**src/hw/spp_pkg.sv**
```systemverilog
// package of the serial peripheral port: register map, field positions, types
// assumes a 32-bit AXI4-Lite register bus and one 250 MHz clock
package spp_pkg;

	////////////////////////////////////////////////////////////////////////////
	// register indices and byte addresses
	localparam logic [7:0] CTRL_IDX  = 8'h0A;
	localparam logic [7:0] STAT_IDX  = 8'h0B;
	localparam logic [7:0] DATA_IDX  = 8'h0C;
	localparam logic [7:0] CTRL_ADDR = {CTRL_IDX[5:0], 2'h0};
	localparam logic [7:0] STAT_ADDR = {STAT_IDX[5:0], 2'h0};
	localparam logic [7:0] DATA_ADDR = {DATA_IDX[5:0], 2'h0};

	////////////////////////////////////////////////////////////////////////////
	// field positions
	localparam int CTRL_IRQ_EN_BIT = 7;
	localparam int CTRL_SYS_EN_BIT = 6;
	localparam int CTRL_WIRE_OR_BIT = 5;
	localparam int CTRL_MASTER_BIT = 4;
	localparam int CTRL_CLOCK_POLARITY_BIT = 3;
	localparam int CTRL_CLOCK_PHASE_BIT = 2;
	localparam int CTRL_RATE_HI_BIT = 1;
	localparam int CTRL_RATE_LO_BIT = 0;
	localparam int STAT_DONE_BIT = 7;
	localparam int STAT_WRITE_COLLISION_FLAG_BIT = 6;
	localparam int STAT_MODE_FAULT_FLAG_BIT = 4;

	////////////////////////////////////////////////////////////////////////////
	// reset values and counts
	localparam logic [7:0] CTRL_RESET = 8'h00;
	localparam logic [7:0] DATA_RESET = 8'h00;
	localparam logic [3:0] SYNC_RESET = 4'h1;
	localparam logic [4:0] HALF_DIV2  = 5'h01;
	localparam logic [4:0] HALF_DIV4  = 5'h02;
	localparam logic [4:0] HALF_DIV16 = 5'h08;
	localparam logic [4:0] HALF_DIV32 = 5'h10;
	localparam logic [2:0] LAST_BIT   = 3'h7;
	localparam logic [3:0] LAST_EDGE  = 4'hF;
	localparam logic [1:0] RESP_OKAY  = 2'h0;
	localparam logic [1:0] RESP_SLVERR = 2'h2;

	////////////////////////////////////////////////////////////////////////////
	// types
	typedef struct packed {
		logic       irqEn;
		logic       sysEn;
		logic       wireOr;
		logic       masterSel;
		logic       clock_polarity;
		logic       clock_phase;
		logic [1:0] rate;
	} spp_ctrl_t;

	typedef struct packed {
		logic sckO;
		logic sckOe;
		logic mosiO;
		logic mosiOe;
		logic misoO;
		logic misoOe;
	} spp_pins_t;

	typedef enum {ST_IDLE, ST_MASTER} spp_state_t;

endpackage

```
**src/hw/spp_port.sv**
```systemverilog
// serial peripheral port: master/slave byte exchange behind AXI4-Lite registers
// assumes pin inputs are asynchronous; the bench resolves pin levels from enables
//
// Design decision made here: register access over AXI4-Lite.
`timescale 1ns/10ps
module spp_port
	import spp_pkg::*;
#(
	parameter bit HAS_WIRE_OR = 1'b1
) (
	input  wire logic        sys_clk,
	input  wire logic        nrst,
	input  wire logic [7:0]  s_axi_awaddr,
	input  wire logic        s_axi_awvalid,
	output logic             s_axi_awready,
	input  wire logic [31:0] s_axi_wdata,
	input  wire logic [3:0]  s_axi_wstrb,
	input  wire logic        s_axi_wvalid,
	output logic             s_axi_wready,
	output logic [1:0]       s_axi_bresp,
	output logic             s_axi_bvalid,
	input  wire logic        s_axi_bready,
	input  wire logic [7:0]  s_axi_araddr,
	input  wire logic        s_axi_arvalid,
	output logic             s_axi_arready,
	output logic [31:0]      s_axi_rdata,
	output logic [1:0]       s_axi_rresp,
	output logic             s_axi_rvalid,
	input  wire logic        s_axi_rready,
	input  wire logic        sckIn,
	input  wire logic        mosiIn,
	input  wire logic        misoIn,
	input  wire logic        selectInN,
	output spp_pins_t        pinOut,
	output logic             portIrq
);
	spp_ctrl_t  ctrl_reg;
	spp_state_t state_reg;
	logic [3:0] inMeta_reg;
	logic [3:0] inSync_reg;
	logic       sckPrev_reg;
	logic [7:0] shift_reg;
	logic [7:0] rxBuf_reg;
	logic       outBit_reg;
	logic       sckLevel_reg;
	logic [3:0] edgeCnt_reg;
	logic [2:0] bitCnt_reg;
	logic       doneFlag_reg;
	logic       wcolFlag_reg;
	logic       modfFlag_reg;
	logic       statArmed_reg;
	logic       awHeld_reg;
	logic       wHeld_reg;
	logic [7:0] awAddr_reg;
	logic [7:0] wData_reg;
	logic       wLane0_reg;
	logic [5:0] late_reg;
	logic [7:0] mRx_reg;
	spp_pins_t  pinNext;

	////////////////////////////////////////////////////////////////////////////
	// synchronised pins
	logic syncSck;
	logic syncMosi;
	logic syncMiso;
	logic syncSelN;
	assign syncSck  = inSync_reg[3];
	assign syncMosi = inSync_reg[2];
	assign syncMiso = inSync_reg[1];
	assign syncSelN = inSync_reg[0];

	always_ff @(posedge sys_clk or negedge nrst) begin
		if (!nrst) begin
			inMeta_reg  <= SYNC_RESET;
			inSync_reg  <= SYNC_RESET;
			sckPrev_reg <= 1'b0;
		end else begin
			inMeta_reg  <= {sckIn, mosiIn, misoIn, selectInN};
			inSync_reg  <= inMeta_reg;
			sckPrev_reg <= syncSck;
		end
	end

	////////////////////////////////////////////////////////////////////////////
	// mode decode
	logic isMaster;
	logic isSlave;
	logic slaveSel;
	logic modeFault;
	logic masterRun;
	assign isMaster  = ctrl_reg.sysEn && ctrl_reg.masterSel;
	assign isSlave   = ctrl_reg.sysEn && !ctrl_reg.masterSel;
	assign slaveSel  = isSlave && !syncSelN;
	assign modeFault = isMaster && !syncSelN;
	assign masterRun = (state_reg == ST_MASTER) && isMaster;

	////////////////////////////////////////////////////////////////////////////
	// register bus decode
	logic       doWrite;
	logic       wrCtrl;
	logic       wrData;
	logic       wrHit;
	logic       rdTake;
	logic       rdCtrl;
	logic       rdStat;
	logic       rdData;
	logic [7:0] rdByte;
	logic [7:0] statByte;
	assign s_axi_awready = !awHeld_reg && !s_axi_bvalid;
	assign s_axi_wready  = !wHeld_reg && !s_axi_bvalid;
	assign s_axi_arready = !s_axi_rvalid;
	assign doWrite = awHeld_reg && wHeld_reg && !s_axi_bvalid;
	assign wrHit   = (awAddr_reg == CTRL_ADDR) || (awAddr_reg == STAT_ADDR)
	                 || (awAddr_reg == DATA_ADDR);
	assign wrCtrl  = doWrite && wLane0_reg && (awAddr_reg == CTRL_ADDR);
	assign wrData  = doWrite && wLane0_reg && (awAddr_reg == DATA_ADDR);
	assign rdTake  = s_axi_arvalid && s_axi_arready;
	assign rdCtrl  = s_axi_araddr == CTRL_ADDR;
	assign rdStat  = s_axi_araddr == STAT_ADDR;
	assign rdData  = s_axi_araddr == DATA_ADDR;
	assign statByte = (8'(doneFlag_reg) << STAT_DONE_BIT)
	                | (8'(wcolFlag_reg) << STAT_WRITE_COLLISION_FLAG_BIT)
	                | (8'(modfFlag_reg) << STAT_MODE_FAULT_FLAG_BIT);
	assign rdByte  = rdCtrl ? ctrl_reg :
	                 rdStat ? statByte :
	                 rdData ? rxBuf_reg : 8'h00;

	always_ff @(posedge sys_clk or negedge nrst) begin
		if (!nrst) begin
			awHeld_reg <= 1'b0;
			wHeld_reg  <= 1'b0;
			awAddr_reg <= 8'h00;
			wData_reg  <= 8'h00;
			wLane0_reg <= 1'b0;
		end else begin
			if (s_axi_awvalid && s_axi_awready) begin
				awHeld_reg <= 1'b1;
				awAddr_reg <= s_axi_awaddr;
			end else if (doWrite) begin
				awHeld_reg <= 1'b0;
			end
			if (s_axi_wvalid && s_axi_wready) begin
				wHeld_reg  <= 1'b1;
				wData_reg  <= s_axi_wdata[7:0];
				wLane0_reg <= s_axi_wstrb[0];
			end else if (doWrite) begin
				wHeld_reg <= 1'b0;
			end
		end
	end

	always_ff @(posedge sys_clk or negedge nrst) begin
		if (!nrst) begin
			s_axi_bvalid <= 1'b0;
			s_axi_bresp  <= RESP_OKAY;
		end else if (doWrite) begin
			s_axi_bvalid <= 1'b1;
			s_axi_bresp  <= wrHit ? RESP_OKAY : RESP_SLVERR;
		end else if (s_axi_bready) begin
			s_axi_bvalid <= 1'b0;
		end
	end

	always_ff @(posedge sys_clk or negedge nrst) begin
		if (!nrst) begin
			s_axi_rvalid <= 1'b0;
			s_axi_rdata  <= 32'h0000_0000;
			s_axi_rresp  <= RESP_OKAY;
		end else if (rdTake) begin
			s_axi_rvalid <= 1'b1;
			s_axi_rdata  <= {24'h00_0000, rdByte};
			s_axi_rresp  <= (rdCtrl || rdStat || rdData) ? RESP_OKAY : RESP_SLVERR;
		end else if (s_axi_rready) begin
			s_axi_rvalid <= 1'b0;
		end
	end

	////////////////////////////////////////////////////////////////////////////
	// shift clock edges
	logic tick;
	logic mLead;
	logic mTrail;
	logic sRise;
	logic sFall;
	logic sLead;
	logic sTrail;
	logic leadEdge;
	logic trailEdge;
	logic sampleEdge;
	logic launchEdge;
	logic rxIn;
	logic xferDone;
	logic clkEnd;
	logic busy;
	logic loadOk;

	spp_rate_div #(
		.CNT_W (5)
	) u_rate_div (
		.sys_clk (sys_clk),
		.nrst    (nrst),
		.run     (masterRun),
		.rate    (ctrl_reg.rate),
		.tick    (tick)
	);

	assign mLead  = masterRun && tick && !edgeCnt_reg[0];
	assign mTrail = masterRun && tick && edgeCnt_reg[0];
	assign sRise  = syncSck && !sckPrev_reg;
	assign sFall  = !syncSck && sckPrev_reg;
	// slave shifts only while selected; rate bits play no part here
	assign sLead  = slaveSel && (ctrl_reg.clock_polarity ? sFall : sRise);
	assign sTrail = slaveSel && (ctrl_reg.clock_polarity ? sRise : sFall);
	assign leadEdge   = mLead || sLead;
	assign trailEdge  = mTrail || sTrail;
	assign sampleEdge = ctrl_reg.clock_phase ? trailEdge : leadEdge;
	assign launchEdge = ctrl_reg.clock_phase ? leadEdge : trailEdge;
	assign rxIn = isMaster ? syncMiso : syncMosi;
	assign clkEnd   = mTrail && edgeCnt_reg == LAST_EDGE;
	// master sees its own miso three clocks late: output flop and two sync flops
	assign xferDone = isMaster ? late_reg[5]
	                : (sampleEdge && bitCnt_reg == LAST_BIT);
	assign busy   = masterRun || late_reg != 6'h00 || (slaveSel && bitCnt_reg != 3'h0);
	assign loadOk = wrData && !busy;

	////////////////////////////////////////////////////////////////////////////
	// transfer engine
	always_ff @(posedge sys_clk or negedge nrst) begin
		if (!nrst) begin
			state_reg <= ST_IDLE;
		end else if (!isMaster || modeFault) begin
			state_reg <= ST_IDLE;
		end else if (loadOk) begin
			state_reg <= ST_MASTER;
		end else if (clkEnd) begin
			state_reg <= ST_IDLE;
		end
	end

	always_ff @(posedge sys_clk or negedge nrst) begin
		if (!nrst) begin
			edgeCnt_reg  <= 4'h0;
			sckLevel_reg <= 1'b0;
		end else if (!masterRun) begin
			edgeCnt_reg  <= 4'h0;
			sckLevel_reg <= ctrl_reg.clock_polarity;
		end else if (tick) begin
			edgeCnt_reg  <= edgeCnt_reg + 4'h1;
			sckLevel_reg <= !sckLevel_reg;
		end
	end

	always_ff @(posedge sys_clk or negedge nrst) begin
		if (!nrst) begin
			shift_reg  <= DATA_RESET;
			outBit_reg <= 1'b0;
			bitCnt_reg <= 3'h0;
		end else if (loadOk) begin
			shift_reg  <= wData_reg;
			outBit_reg <= wData_reg[7];
			bitCnt_reg <= 3'h0;
		end else if (isSlave && syncSelN && !ctrl_reg.clock_phase) begin
			bitCnt_reg <= 3'h0;
			outBit_reg <= shift_reg[7];
		end else begin
			if (sampleEdge) begin
				shift_reg  <= {shift_reg[6:0], rxIn};
				bitCnt_reg <= bitCnt_reg + 3'h1;
			end
			if (launchEdge) begin
				outBit_reg <= shift_reg[7];
			end
		end
	end

	////////////////////////////////////////////////////////////////////////////
	// receive buffer and flags
	logic clrArm;
	logic dataAccess;
	logic clrDone;
	logic clrModf;
	logic overrun;
	logic [7:0] rxByte;
	assign dataAccess = wrData || (rdTake && rdData);
	assign clrDone = statArmed_reg && dataAccess;
	assign clrModf = statArmed_reg && wrCtrl;
	assign clrArm  = dataAccess || wrCtrl;
	assign overrun = doneFlag_reg && !clrDone;
	assign rxByte  = !isMaster ? {shift_reg[6:0], rxIn} :
	                 late_reg[4] ? {mRx_reg[6:0], syncMiso} : mRx_reg;

	always_ff @(posedge sys_clk or negedge nrst) begin
		if (!nrst) begin
			rxBuf_reg <= DATA_RESET;
		end else if (xferDone && !overrun) begin
			rxBuf_reg <= rxByte;
		end
	end

	always_ff @(posedge sys_clk or negedge nrst) begin
		if (!nrst) begin
			statArmed_reg <= 1'b0;
		end else if (rdTake && rdStat) begin
			statArmed_reg <= 1'b1;
		end else if (clrArm) begin
			statArmed_reg <= 1'b0;
		end
	end

	always_ff @(posedge sys_clk or negedge nrst) begin
		if (!nrst) begin
			doneFlag_reg <= 1'b0;
			wcolFlag_reg <= 1'b0;
			modfFlag_reg <= 1'b0;
		end else begin
			doneFlag_reg <= xferDone || (doneFlag_reg && !clrDone);
			wcolFlag_reg <= (wrData && busy)
			                || (wcolFlag_reg && !clrDone);
			modfFlag_reg <= modeFault || (modfFlag_reg && !clrModf);
		end
	end

	////////////////////////////////////////////////////////////////////////////
	// control register
	always_ff @(posedge sys_clk or negedge nrst) begin
		if (!nrst) begin
			ctrl_reg <= CTRL_RESET;
		end else if (modeFault) begin
			ctrl_reg.sysEn     <= 1'b0;
			ctrl_reg.masterSel <= 1'b0;
		end else if (wrCtrl) begin
			ctrl_reg        <= wData_reg;
			ctrl_reg.wireOr <= HAS_WIRE_OR && wData_reg[CTRL_WIRE_OR_BIT];
		end
	end

	////////////////////////////////////////////////////////////////////////////
	// pin drive and interrupt
	always_comb begin
		pinNext = '0;
		if (isMaster) begin
			pinNext.sckO   = masterRun ? sckLevel_reg : ctrl_reg.clock_polarity;
			pinNext.sckOe  = 1'b1;
			pinNext.mosiO  = outBit_reg;
			pinNext.mosiOe = 1'b1;
		end else if (slaveSel) begin
			pinNext.misoO  = outBit_reg;
			pinNext.misoOe = 1'b1;
		end
		if (ctrl_reg.wireOr) begin
			pinNext.sckOe  = pinNext.sckOe && !pinNext.sckO;
			pinNext.mosiOe = pinNext.mosiOe && !pinNext.mosiO;
			pinNext.misoOe = pinNext.misoOe && !pinNext.misoO;
		end
	end

	always_ff @(posedge sys_clk or negedge nrst) begin
		if (!nrst) begin
			pinOut   <= '0;
			portIrq  <= 1'b0;
			late_reg <= 6'h00;
			mRx_reg  <= DATA_RESET;
		end else begin
			pinOut   <= pinNext;
			portIrq  <= doneFlag_reg && ctrl_reg.irqEn;
			late_reg <= {late_reg[3:0], clkEnd, masterRun && sampleEdge};
			mRx_reg  <= late_reg[4] ? {mRx_reg[6:0], syncMiso} : mRx_reg;
		end
	end

endmodule // spp_port

```
**src/hw/spp_rate_div.sv**
```systemverilog
// shift clock rate divider: one-cycle tick per half period of the shift clock
// assumes run is low between transfers so each transfer starts a fresh count
`timescale 1ns/10ps
module spp_rate_div
	import spp_pkg::*;
#(
	parameter int CNT_W = 5
) (
	input  wire logic             sys_clk,
	input  wire logic             nrst,
	input  wire logic             run,
	input  wire logic [1:0]       rate,
	output logic                  tick
);
	logic [CNT_W-1:0] cnt_reg;
	logic [CNT_W-1:0] halfCnt;
	logic             wrap;

	////////////////////////////////////////////////////////////////////////////
	// divisors 2, 4, 16, 32 for codes 00..11
	assign halfCnt = (rate == 2'h0) ? CNT_W'(HALF_DIV2) :
	                 (rate == 2'h1) ? CNT_W'(HALF_DIV4) :
	                 (rate == 2'h2) ? CNT_W'(HALF_DIV16) : CNT_W'(HALF_DIV32);
	assign wrap = run && (cnt_reg == halfCnt - CNT_W'(1));
	assign tick = wrap;

	always_ff @(posedge sys_clk or negedge nrst) begin
		if (!nrst) begin
			cnt_reg <= '0;
		end else if (!run || wrap) begin
			cnt_reg <= '0;
		end else begin
			cnt_reg <= cnt_reg + CNT_W'(1);
		end
	end

endmodule // spp_rate_div

```
**config.mk**
```make
export PLATFORM = sky130hd
export DESIGN_NAME = spp_port
export DESIGN_NICKNAME = d
export VERILOG_FILES = /design/src/hw/spp_pkg.sv /design/src/hw/spp_port.sv /design/src/hw/spp_rate_div.sv
export SDC_FILE = /design/constraint.sdc
export NUM_CORES = 1
export LEC_CHECK = 0
export ABC_AREA = 1
export BUFFER_PORTS_ARGS = -buffer_cell sky130_fd_sc_hd__buf_2
export CAP_MARGIN = 20
export CORE_ASPECT_RATIO = 0.75
export CORE_MARGIN = 1
export CORE_UTILIZATION = 55
export CTS_BUF_LIST = sky130_fd_sc_hd__clkbuf_4
export CTS_CLUSTER_DIAMETER = 40
export DETAILED_ROUTE_END_ITERATION = 8
export HOLD_SLACK_MARGIN = 0.15
export PLACE_DENSITY = 0.8
export SLEW_MARGIN = 20
export SYNTH_ARGS = -nofsm -noshare
export SYNTH_HDL_FRONTEND = slang
export SYNTH_SLANG_ARGS = --single-unit
```
**constraint.sdc**
```tcl
create_clock -name sys_clk -period 3.83 [get_ports sys_clk]
set_input_delay 0.766 -clock sys_clk [delete_from_list [all_inputs] [get_ports sys_clk]]
set_output_delay 0.766 -clock sys_clk [all_outputs]
set_load 0.01 [all_outputs]
```
# Yosys cells after proc, flatten, opt, wreduce, memory -nomap -nowiden
# Cells that the tools add are included.
[classes]
addsub = 4
eq_ne = 14
mux = 52
bitwise_logic = 3
reduce_logical = 93
[ops]
columns = ["operator", "n"]
rows = [
  ["2-to-1 mux 32 bit", 3],
  ["2-to-1 mux 8 bit", 8],
  ["equality test 8 x 6 -> 1 bit (second input constant)", 6],
  ["logical AND 1 bit", 43],
  ["equality test 32 x 2 -> 1 bit (second input constant)", 1],
  ["2-to-1 mux 1 bit", 26],
  ["zero test 1 bit", 20],
  ["2-to-1 mux 5 bit", 4],
  ["logical OR 1 bit", 15],
  ["nonzero test 2 bit", 7],
  ["2-to-1 mux 4 bit", 3],
  ["nonzero test 3 bit", 4],
  ["2-to-1 mux 3 bit", 3],
  ["2-to-1 mux 2 bit", 4],
  ["OR 8 x 5 -> 8 bit", 1],
  ["OR 8 x 7 -> 8 bit", 1],
  ["2-to-1 mux 7 bit", 1],
  ["nonzero test 6 bit", 1],
  ["adder 5 x 1 -> 5 bit (second input constant)", 1],
  ["equality test 5 bit", 1],
  ["subtractor 5 x 1 -> 5 bit (second input constant)", 1],
  ["adder 4 x 1 -> 4 bit (second input constant)", 1],
  ["equality test 4 bit (second input constant)", 1],
  ["AND reduction 2 bit", 2],
  ["8 further kinds", 8],
]
[totals]
reg_bits = 137
output_inout_bits = 48
wordCells = 207

# Longest topological paths before layout
[logic_depth]
word_depth = 14
depth_mapped = 14

# Cells and area by module
# From an unflattened synthesis, not the netlist that was laid out.
[unflattened]
hier_cells = 554
area_unflattened_um2 = 4889.7
[by_module_without_submodules]
columns = ["mod", "instances", "cells_per_inst", "area_each_um2", "seq_area_each_um2"]
rows = [
  ["spp_port", 1, 508, 4555.6, 2479.9],
  ["spp_rate_div", 1, 46, 334.1, 125.1],
]

# Worst setup path before layout
# No wires, ideal clock.
[synth_path]
path_type = "reg-to-reg"
from = "reg ctrl_reg[1] (netlist bit)"
to = "reg rxBuf_reg[2]"
setup_ps = 116
arrival_time_ps = 1792
path_slack_ps = 1921
stages_incl_launch_ff = 14
path_cell_list = "dfrtp_1 > nor2_2 > inv_1 > ha_1 > a21oi_1 > nand2_1 > nor2_4 > nand4_2 > nand3_4 > nand3_2 > nand2_4 > nand2_4 > nand2_1 > nand2_1"
[synth_between]
elab_chain_cells = 14
word_cells_on_any_way = 18
[synth_lines]
columns = ["item", "line", "rtl"]
rows = [
  ["start, declared", "spp_port.sv:37", "spp_ctrl_t ctrl_reg;"],
  ["start signal, assigned", "spp_port.sv:332", "ctrl_reg <= wData_reg;"],
  ["equality test 2 bit", "spp_rate_div.sv:23", "(rate == 2'h2) ? CNT_W'(HALF_DIV16) : CNT_W'(HALF_DIV32);"],
  ["2-to-1 mux 5 bit", "spp_rate_div.sv:23", ""],
  ["2-to-1 mux 5 bit", "spp_rate_div.sv:22", "(rate == 2'h1) ? CNT_W'(HALF_DIV4) :"],
  ["2-to-1 mux 5 bit (*)", "spp_rate_div.sv:21", "assign halfCnt = (rate == 2'h0) ? CNT_W'(HALF_DIV2) :"],
  ["subtractor 5 x 1 -> 5 bit (*)", "spp_rate_div.sv:24", "assign wrap = run && (cnt_reg == halfCnt - CNT_W'(1));"],
  ["equality test 5 bit (*)", "spp_rate_div.sv:24", ""],
  ["logical AND 1 bit (*)", "spp_rate_div.sv:24", ""],
  ["logical AND 1 bit (*)", "spp_port.sv:207, spp_port.sv:208", ""],
  ["logical AND 1 bit, on equally long branches", "spp_port.sv:207, spp_port.sv:208", ""],
  ["logical OR 1 bit, on equally long branches", "spp_port.sv:214, spp_port.sv:215", ""],
  ["2-to-1 mux 1 bit (*)", "spp_port.sv:216", "assign sampleEdge = ctrl_reg.clock_phase ? trailEdge : leadEdge;"],
  ["logical AND 1 bit (*)", "spp_port.sv:222", ": (sampleEdge && bitCnt_reg == LAST_BIT);"],
  ["2-to-1 mux 1 bit (*)", "spp_port.sv:221", "assign xferDone = isMaster ? late_reg[5]"],
  ["logical AND 1 bit (*)", "spp_port.sv:295", "end else if (xferDone && !overrun) begin"],
  ["end signal, assigned", "spp_port.sv:296", "rxBuf_reg <= rxByte;"],
  ["end, declared", "spp_port.sv:43", "logic [7:0] rxBuf_reg;"],
]
# Every way passes the cells marked *; elsewhere a longest branch is shown, timed or not.
# A chain may end at the register's enable or synchronous reset.

# Worst setup path in the final report
[layout_path]
from = "reg ctrl_reg[0] (netlist bit)"
to = "reg rxBuf_reg[3]"
# The elaborated chain is that of the path after synthesis.

==> results_dict.tcl <==
set metrics [dict create \
    status "finished, violations left" \
    violations "design-rule violations" \
    r2r_slack_ps 1520 \
    drt-total-wl_um 9600 \
    start_kind "register" \
    cts_sinks 104 \
    root_buffer "clkbuf_4" \
    antenna_left 0 \
    max_freq_ghz 0.433 \
    die_x_um 111 \
    fin_skew_ps 13.0 \
    insertion_delay_ps 460 \
    power.density_nw_per_um2 444 \
    period_needed_ps 2310 \
    cp_common_cell "nand2_1" \
    syn2layout_area_growth_pct 8.10 \
    postCtsResizedCells 0 \
    path_clk_slew_ps 140 \
    yosys.area.top_type_share 0.520 \
    cp_data_arrival_time_ps 2670 \
    setup_viol 0 \
    final_common_cell "dfrtp_1" \
    yosysUniqueCellTypes 47 \
    worst_pin_slew_ps 929 \
    syn_avg_cell_area_um2 9.29 \
    post_cts_buffers 0 \
    overflow 0 \
    start_util 0.574 \
    combPwrFrac 0.214 \
    dpl.hpwl_um 7270 \
    layout_common_cells "dfrtp_1, nand2_1, inv_1, buf_2, nor2_1" \
    r2r_start "ctrl_reg[0]" \
    ys_seq_area_frac 0.530 \
    drive_gt1_frac 0.209 \
    postSynthRegisterBits 104 \
    finalNonFillerCells 701 \
    seqPwrFrac 0.566 \
    synthArstFlopShare 1.00 \
    dieHeight_um 83.8 \
    finalCritPeriodShare 0.603 \
    crit_chain "nor2_2 -> inv_1 -> ha_1 -> a21oi_1 -> nand2_1 -> nor2_4 -> nand4_2 -> nand3_2 -> nand3_2 -> nand2_4 -> nand2_4 -> nand2_1 -> nand2_1" \
    h-tree-depth 3 \
    worst_path_largest_cell_delay_ps 520 \
    slew_headroom 0.381 \
    peakVddDrop_v 0.000393 \
    cts_tree "yes" \
    synth-xor-area-share 0.00713 \
    rsz0062_at_grt "false" \
    grt_pass1_vias 3399 \
    synthMuxAreaShare 0.0204 \
    gp_routability_congestion 0.836 \
    grt_usage 0.222 \
    vias 3534 \
    synth_compound_area_frac 0.114 \
    top_layer "met4" \
    drc 16 \
    maxCapViolCount 0 \
    synth_top_family_by_area "simple AND/OR/NAND/NOR gates" \
    holdWs_ps 366 \
    drtIter0Drc 185 \
    worstSetupEndpoint "rxBuf_reg[3]" \
    holdCritPathClass "register to register" \
    critPathCaptureType "register" \
    fp-row-count 29 \
    syn_area_um2 4910 \
    crit_type "register to register" \
    power_switching_mw 0.731 \
    drt-met1-wl_um 4660 \
    firstDrtPassIters 7 \
    postSynthCellCount 529 \
    dieArea_um2 9320 \
    finalSetupTns_ps 0 \
    ios 111 \
    fp.coreArea_um2 8560 \
    pwr-share-clk 0.220 \
    diodes 0 \
    hold_violations 0 \
    routedWlPerCell_um 13.7 \
    reg2reg_depth 13 \
    grt_max_degree 76 \
    yosysWarningCount 0 \
    power.share.switching 0.310 \
    dp_cells 687 \
    internal-power_mw 1.63 \
    dr_wl_met3_um 528 \
    cp_max_fo 9 \
    numCtsBuffers 9 \
    nets 659 \
    synth_adder_area_share 0.0153 \
    power.leakage_nw 2.79 \
    grt_pass1_wl_um 16000 \
    via_per_inst 5.04 \
    antenna_found_initial 0 \
    crit_start "ctrl_reg[0]" \
    wl_met2_um 4340 \
    hold_buffers 0 \
    yosys.area_share.simple 0.208 \
    synth_edf_count 0 \
    worstPathRequired_ps 4200 \
    clk_path_buf_depth 2 \
    synth.area.top_cells "dfrtp_1, nand2_1, inv_1, buf_4, o21ai_0" \
    port-buffer-count 57 \
    reg2reg_to "rxBuf_reg[3]" \
    synth_flop_cell "dfrtp_1" \
    drv_slew 0 \
    timing.critical_path.slowest_stage_cell "dfrtp_1" \
    synth_top_area_cell "dfrtp_1" \
]
critical path: cells and delay by family (launching register included):
family | cells | cell delay (ps)
simple gates | 10 | 1170
flops | 1 | 520
fa+ha+maj | 1 | 310
compound gates | 1 | 150
buf+inv | 1 | 60
per-stage QoR:
step                      utilization  setup WS, ps  power (mW)  cell area [um^2]
after floorplan                     -          1920        1.71              5010
after global placement          0.606          1630        1.83              5190
after detailed placement        0.606          1560        1.87              5190
after CTS                       0.620          1530        2.38              5310
after global routing            0.620          1350        2.50              5310
final                           0.620          1520        2.36              5310
cell usage after synthesis (2+ instances only):
library cell / count
mux2_2: 8
o21ai_0: 36
dfrtp_1: 102
nor4_1: 2
o22ai_1: 2
xor2_1: 3
inv_1: 62
clkbuf_1: 4
nor3_1: 2
o211ai_1: 2
nand2_1: 97
ha_1: 6
nand3_2: 4
dfstp_2: 2
nor2_4: 4
nor2_1: 43
nand3_1: 24
nand2_4: 6
o21ai_2: 8
inv_2: 6
a21oi_1: 29
o21a_1: 6
o21ai_1: 12
buf_4: 26
nand4_1: 4
buf_2: 2
nand4_2: 2
nand2_2: 6
worst min path at each step:
stage / from / to / slack [ps] / cells after the start
global route: selectInN / inMeta_reg[0] / 360 / 1
global placement: inMeta_reg[1] / inSync_reg[1] / 330 / 0
detailed placement: inMeta_reg[3] / inSync_reg[3] / 340 / 0
CTS: inMeta_reg[0] / inSync_reg[0] / 370 / 0
floorplan: inMeta_reg[1] / inSync_reg[1] / 330 / 0
finish: inMeta_reg[0] / inSync_reg[0] / 370 / 0
per-layer routing:
layer  up-vias  GRT usage
li1       1770          -
met1      1662      0.314
met2        95      0.337
met3         7     0.0639
met4         0     0.0565
met5         -          0
logic make-up (layout without fill, tap and decap cells):
group,count (synthesis),in the layout
other cells,1,26
mux,9,9
xor+xnor,4,4
fa+ha+maj,6,6
simple gates,203,203
buf+inv,103,142
flops,104,104
compound gates,99,99
power groups by stage:
| stage | logic [mW] | registers [mW] | clock network, mW |
|---|---|---|---|
| floorplan | 0.364 | 1.35 | 0 |
| global placement | 0.482 | 1.35 | 0 |
| detailed placement | 0.511 | 1.36 | 0 |
| CTS | 0.511 | 1.33 | 0.533 |
| global route | 0.571 | 1.35 | 0.573 |
| finish | 0.505 | 1.33 | 0.520 |
layout make-up:
| type | count | area (um^2) |
|---|---|---|
| clock buffer | 9 | 67.6 |
| sequential | 104 | 2610 |
| clock inverter | 5 | 50.0 |
| multi-input combinational | 347 | 1890 |
| tap | 108 | 135 |
| inverter | 69 | 259 |
| fill | 720 | 3250 |
| timing repair buffer | 59 | 303 |
(Power assumes the default switching activity.)
